==> src/tick_calib_pkg.sv <==
// Constants and carrier types for the tick calibration and enable block.
// Assumes a single 25 MHz clock and a plain single-cycle register port.
package tick_calib_pkg;

  // ----------------------------------------------------------------
  // Register port widths and offsets
  // ----------------------------------------------------------------
  localparam int ADDR_W = 8;
  localparam int DATA_W = 32;
  localparam logic [ADDR_W-1:0] OFS_TICK_TIMER_CALIBRATION = 8'h00;
  localparam logic [ADDR_W-1:0] OFS_IRQ_ENABLE_SET_LOW = 8'h04;

  // ----------------------------------------------------------------
  // Calibration word layout
  // ----------------------------------------------------------------
  localparam int NO_REFERENCE_FLAG_POS = 31;
  localparam int CALIBRATION_INEXACT_FLAG_POS = 30;
  localparam int RELOAD_W = 24;
  localparam logic [23:0] TEN_MILLISECOND_RELOAD = 24'hc35;
  localparam logic NO_REFERENCE_RESET = 1'h0;
  localparam logic CALIBRATION_INEXACT_RESET = 1'h0;

  // ----------------------------------------------------------------
  // Enable register and reference divider
  // ----------------------------------------------------------------
  localparam int IRQ_N = 32;
  localparam logic [31:0] IRQ_ENABLE_RESET = 32'h0000_0000;
  localparam int REF_DIV = 32;
  localparam int REF_DIV_W = 5;
  localparam logic [4:0] REF_DIV_LAST = 5'h1f;
  localparam logic [4:0] REF_DIV_RESET = 5'h00;
  localparam logic [31:0] READ_IDLE = 32'h0000_0000;

  // ----------------------------------------------------------------
  // Register port request
  // ----------------------------------------------------------------
  typedef struct packed {
    logic [ADDR_W-1:0] addr;
    logic [DATA_W-1:0] wdata;
    logic wr;
    logic rd;
  } reg_req_t;

endpackage

==> src/tick_calib_and_irq_enable_set.sv <==
// Calibration word and set-only interrupt enable register for interrupts 0 to 31.
// Assumes software drives reg_req synchronously to clk, one strobe per cycle.
//
// Added by the designer: the register addresses and the address-and-strobe port.
`timescale 1ns/1ps

module tick_calib_and_irq_enable_set #(
  parameter logic [23:0] RELOAD_CONST = tick_calib_pkg::TEN_MILLISECOND_RELOAD,
  parameter int IRQ_COUNT = tick_calib_pkg::IRQ_N
) (
  // Clock and reset
  input wire logic clk,
  input wire logic rstn,
  // Register port
  input wire tick_calib_pkg::reg_req_t reg_req,
  output logic [31:0] rdata,
  output logic rvalid,
  // Block outputs
  output logic [IRQ_COUNT-1:0] interrupt_enable,
  output logic ref_tick
);

  // ----------------------------------------------------------------
  // Address decode
  // ----------------------------------------------------------------
  logic hit_cal;
  logic hit_en;
  logic [31:0] cal_word;

  assign hit_cal = (reg_req.addr == tick_calib_pkg::OFS_TICK_TIMER_CALIBRATION);
  assign hit_en = (reg_req.addr == tick_calib_pkg::OFS_IRQ_ENABLE_SET_LOW);

  // The calibration word is fixed; writes to it have no effect.
  always_comb begin
    cal_word = 32'h0000_0000;
    cal_word[tick_calib_pkg::NO_REFERENCE_FLAG_POS] =
      tick_calib_pkg::NO_REFERENCE_RESET;
    cal_word[tick_calib_pkg::CALIBRATION_INEXACT_FLAG_POS] =
      tick_calib_pkg::CALIBRATION_INEXACT_RESET;
    cal_word[tick_calib_pkg::RELOAD_W-1:0] = RELOAD_CONST;
  end

  // ----------------------------------------------------------------
  // Interrupt enable register
  // ----------------------------------------------------------------
  logic [IRQ_COUNT-1:0] enable_r;
  logic [IRQ_COUNT-1:0] enable_nxt;

  always_comb begin
    enable_nxt = enable_r;
    if (reg_req.wr && hit_en) begin
      enable_nxt = enable_r | reg_req.wdata[IRQ_COUNT-1:0];
    end
  end

  always_ff @(posedge clk) begin
    if (!rstn) begin
      enable_r <= tick_calib_pkg::IRQ_ENABLE_RESET[IRQ_COUNT-1:0];
    end else begin
      enable_r <= enable_nxt;
    end
  end

  // Bit n of the register drives the enable of interrupt n.
  assign interrupt_enable = enable_r;

  // ----------------------------------------------------------------
  // Read path
  // ----------------------------------------------------------------
  logic [31:0] rdata_r;
  logic [31:0] rdata_nxt;
  logic rvalid_r;
  logic rvalid_nxt;

  always_comb begin
    rdata_nxt = tick_calib_pkg::READ_IDLE;
    rvalid_nxt = reg_req.rd;
    if (reg_req.rd && hit_cal) begin
      rdata_nxt = cal_word;
    end else if (reg_req.rd && hit_en) begin
      rdata_nxt = 32'h0000_0000;
      rdata_nxt[IRQ_COUNT-1:0] = enable_r;
    end
  end

  always_ff @(posedge clk) begin
    if (!rstn) begin
      rdata_r <= tick_calib_pkg::READ_IDLE;
      rvalid_r <= 1'b0;
    end else begin
      rdata_r <= rdata_nxt;
      rvalid_r <= rvalid_nxt;
    end
  end

  assign rdata = rdata_r;
  assign rvalid = rvalid_r;

  // ----------------------------------------------------------------
  // Reference clock divider
  // ----------------------------------------------------------------
  logic [tick_calib_pkg::REF_DIV_W-1:0] div_r;
  logic [tick_calib_pkg::REF_DIV_W-1:0] div_nxt;
  logic tick_r;
  logic tick_nxt;

  always_comb begin
    tick_nxt = (div_r == tick_calib_pkg::REF_DIV_LAST);
    if (div_r == tick_calib_pkg::REF_DIV_LAST) begin
      div_nxt = tick_calib_pkg::REF_DIV_RESET;
    end else begin
      div_nxt = div_r + 5'h01;
    end
  end

  always_ff @(posedge clk) begin
    if (!rstn) begin
      div_r <= tick_calib_pkg::REF_DIV_RESET;
      tick_r <= 1'b0;
    end else begin
      div_r <= div_nxt;
      tick_r <= tick_nxt;
    end
  end

  assign ref_tick = tick_r;

  // ----------------------------------------------------------------
  // Assertion helpers
  // ----------------------------------------------------------------
  logic [7:0] gap_r;
  logic [7:0] gap_nxt;
  logic seen_r;
  logic seen_nxt;

  always_comb begin
    gap_nxt = gap_r + 8'h01;
    seen_nxt = seen_r;
    if (tick_r) begin
      gap_nxt = 8'h01;
      seen_nxt = 1'b1;
    end
  end

  always_ff @(posedge clk) begin
    if (!rstn) begin
      gap_r <= 8'h00;
      seen_r <= 1'b0;
    end else begin
      gap_r <= gap_nxt;
      seen_r <= seen_nxt;
    end
  end
endmodule

==> config.mk <==
export PLATFORM = sky130hd
export DESIGN_NAME = tick_calib_and_irq_enable_set
export DESIGN_NICKNAME = d
export VERILOG_FILES = /design/src/tick_calib_pkg.sv /design/src/tick_calib_and_irq_enable_set.sv
export SDC_FILE = /design/constraint.sdc
export NUM_CORES = 1
export LEC_CHECK = 0
export ABC_CLOCK_PERIOD_IN_PS = 2700
export BUFFER_PORTS_ARGS = -buffer_cell sky130_fd_sc_hd__buf_2
export CAP_MARGIN = 20
export CORE_ASPECT_RATIO = 1.75
export CORE_MARGIN = 3
export CORE_UTILIZATION = 45
export DETAILED_ROUTE_END_ITERATION = 16
export PLACE_DENSITY = 0.88
export SLEW_MARGIN = 10
export SYNTH_ARGS = -nofsm -noshare
export SYNTH_HDL_FRONTEND = slang
export SYNTH_SLANG_ARGS = --single-unit
==> constraint.sdc <==
create_clock -name clk -period 2.7 [get_ports clk]
set_input_delay 0.27 -clock clk [delete_from_list [all_inputs] [get_ports clk]]
set_output_delay 0.27 -clock clk [all_outputs]
set_load 0.01 [all_outputs]
==> impl_metrics.json <==
{
  "io_pins": 110,
  "max_stage_delay_ns": 0.65,
  "whs_path_depth": 2,
  "end_kind": "register",
  "cts_root_buf": "clkbuf_8",
  "fillers": 380,
  "die-area_um2": 5632,
  "htree_levels": 3,
  "slew_headroom": 0.7761,
  "cp_slowest_cell": "or4_1",
  "start_kind": "input pin",
  "path_max_fanout": 6,
  "outcome": "finished clean",
  "layout.nets": 335,
  "viasPerCell": 4.887,
  "p_comb_frac": 0.027,
  "numCtsBuffers": 9,
  "clock_path_buffers": 2,
  "syn-cell-area_um2": 2132,
  "drive_gt1_frac": 0.4524,
  "hold_viol_final": 0,
  "cp_num_buf_inv": 1,
  "worstPathArrival_ns": 1.79,
  "switchingPower_mw": 0.4069,
  "ys_seq_elements": 71,
  "finalWeightedCongestion": 0.7626,
  "cp.required_ns": 2.96,
  "drv_cap": 0,
  "syn_inst": 175,
  "overflow": 0,
  "diodes": 0,
  "setup_slack_ns": 1.166,
  "grt_pass1_vias": 1770,
  "routed_wl_um": 4931,
  "worstSetupPathDepth": 4,
  "rsz0062_at_grt": "no",
  "design_area_um2": 2983,
  "finalSetupViolations": 0,
  "placementRows": 32,
  "worst_r2r_endpoint": "div_r[3]$_SDFF_PP0_",
  "ir_drop_mv": 0.4639,
  "cts_setup_buffers": 0,
  "wl_per_cell_um": 14.29,
  "clock_latency_ns": 0.33,
  "syn_nets": 221,
  "drtPass1Iterations": 4,
  "antenna_found_initial": 0,
  "cts.sinks": 71,
  "vias": 1686,
  "period_share": 0.5681,
  "chipWidth_um": 58.03,
  "start_util": 0.4754,
  "regToRegSetupSlack_ns": 1.38,
  "route.detailed.drc": 0,
  "p_leak_nw": 1.544,
  "setup-tns-final_ns": 0,
  "ant_nets": 0,
  "maxSlewViolCount": 0,
  "p_clk_frac": 0.483,
  "hold_path_class": "input pin to register",
  "netlist-cell-type-count": 22,
  "worstMarginPinSlew_ns": 0.3359,
  "rr_startpoint": "div_r[0]$_SDFF_PP0_",
  "avgSynthCellArea_um2": 12.18,
  "ys.warnings.count": 0,
  "hold_path_end": "interrupt_enable[20]$_SDFFE_PN0P_",
  "grt_usage": 0.1846,
  "area_growth_pct": 39.91,
  "cts_hold_buf": 0,
  "final_cell_count_no_fill": 345,
  "post-route-min-period_ns": 1.534,
  "ys_seq_area_frac": 0.6667,
  "grt_max_degree": 20,
  "crit_family": "simple AND/OR/NAND/NOR gates",
  "cp_cell_sequence": "buf_2 -> or4_4 -> or4_1 -> a21oi_1",
  "dieHeight_um": 97.06,
  "drt_iter0_drc": 33,
  "cts_resized": 0,
  "placed_area_um2": 2728,
  "detailedPlace.worstSlack_ns": 0.8544,
  "power_density_nw_per_um2": 721.6,
  "r2r_cells": 5,
  "cts_tree": "yes",
  "clk_pin_slew_ns": 0.07,
  "dp_cells": 329,
  "dpl.hpwl_um": 3762,
  "io_buffers": 109,
  "clock.fmax_mhz": 652.0,
  "worstSetupPathType": "input pin to register",
  "min_from": "reg_req[22]",
  "p_sw_frac": 0.1890,
  "finClkSkew_ns": 0.008501,
  "coreArea_um2": 4484,
  "pwr-share-seq": 0.490,
  "intPower_mw": 1.746,
  "finish.utilization": 0.6652,
  "grt_pass1_wl_um": 7762
}
==> worst reg2reg max path: cells and delay by family (launching register included) <==
family	cells	cell delay (ns)
and+or+nand+nor	3	0.54
DFF	1	0.33
adders and majority gates	2	0.40
==> per-layer routing <==
metal	GRT usage	part of all wire	vias to the layer above
met2	0.3293	0.54	76
met3	0.04654	0.066	12
met1	0.1821	0.37	773
met4	0.1107	0.027	0
met5	0	0	-
li1	-	-	825
==> worst max-delay path by stage <==
stage / start / to / slack (ns)
3_5_place_dp: reg_req[39] / rdata[2]$_SDFF_PN0_ / 0.85
2_1_floorplan: reg_req[39] / rdata[0]$_SDFF_PN0_ / 1.07
4_1_cts: reg_req[39] / rdata[2]$_SDFF_PN0_ / 1.17
6_report: reg_req[39] / rdata[2]$_SDFF_PN0_ / 1.17
5_1_grt: reg_req[39] / rdata[4]$_SDFF_PN0_ / 1.13
3_3_place_gp: reg_req[39] / rdata[10]$_SDFF_PN0_ / 0.91
==> stage by stage <==
stage,power [mW],hold slack [ns]
after floorplan,1.098,0.3653
after global placement,1.135,0.4295
after detailed placement,1.137,0.4431
after CTS,2.167,0.1289
after global routing,2.213,0.1332
final,2.152,0.1425
==> cells in the final DEF, fill, tap and decap left out, drive strengths merged <==
master	synthesis	routed
nor2	5	5
a22o	32	32
or2	1	1
inv	9	9
nand2	2	2
a21oi	6	6
xor2	1	1
and3	1	1
xnor2	1	1
and2	27	27
dfxtp	71	71
ha	2	2
buf	4	113
clkinv	0	2
nor3	2	2
nand2b	1	1
or4	2	2
or4b	1	1
clkbuf	6	11
nand3	1	1
bufinv	0	3
==> cells by family after synthesis <==
family,after synthesis,share of synthesized area
AO/OA/AOI/OAI,38,0.1455
XOR/XNOR,2,0.008217
adder cells (fa/ha/maj),2,0.01174
buffers and inverters,19,0.03931
flip-flops,71,0.6667
AND/OR/NAND/NOR,43,0.1285
==> power by group through the flow <==
stage	logic [mW]	registers, mW	clock network [mW]
after floorplan	0.0183	1.08	0
after global placement	0.0557	1.08	0
after detailed placement	0.0581	1.08	0
after CTS	0.0586	1.06	1.05
after global routing	0.0647	1.06	1.09
final	0.0576	1.06	1.04
==> flip-flops by register name, indices dropped and copies added (netlist names) <==
name	flops
div_r	5
interrupt_enable	32
ref_tick	1
rdata	32
rvalid	1
==> cell type report <==
cell class / instances / area, um^2 / area share
clock buffers: 11 / 151.4 / 0.05075
clock inverters: 5 / 103.9 / 0.03482
inverters: 9 / 33.78 / 0.01133
multi-input cells: 85 / 633.1 / 0.2122
flip-flops and latches: 71 / 1421 / 0.4765
well taps: 51 / 63.81 / 0.02139
repair buffers: 113 / 575.6 / 0.1930
==> Yosys cell counts <==
| library cell | instances | area share |
|---|---|---|
| inv_1 | 9 | 0.016 |
| dfxtp_1 | 71 | 0.67 |
| and3_1 | 1 | 0.0029 |
| nor3_4 | 1 | 0.0076 |
| ha_1 | 2 | 0.012 |
| nand2b_1 | 1 | 0.0029 |
| xor2_1 | 1 | 0.0041 |
| xnor2_1 | 1 | 0.0041 |
| and2_1 | 27 | 0.079 |
| or4_1 | 1 | 0.0035 |
| or4_4 | 1 | 0.0053 |
| nand2_1 | 2 | 0.0035 |
| or4b_1 | 1 | 0.0047 |
| nor2_1 | 5 | 0.0088 |
| a22o_1 | 32 | 0.13 |
| buf_2 | 1 | 0.0023 |
| buf_4 | 3 | 0.011 |
| clkbuf_1 | 6 | 0.011 |
| or2_2 | 1 | 0.0029 |
| nand3_1 | 1 | 0.0023 |
| nor3_2 | 1 | 0.0047 |
| a21oi_1 | 6 | 0.014 |
(Power assumes the default switching activity.)
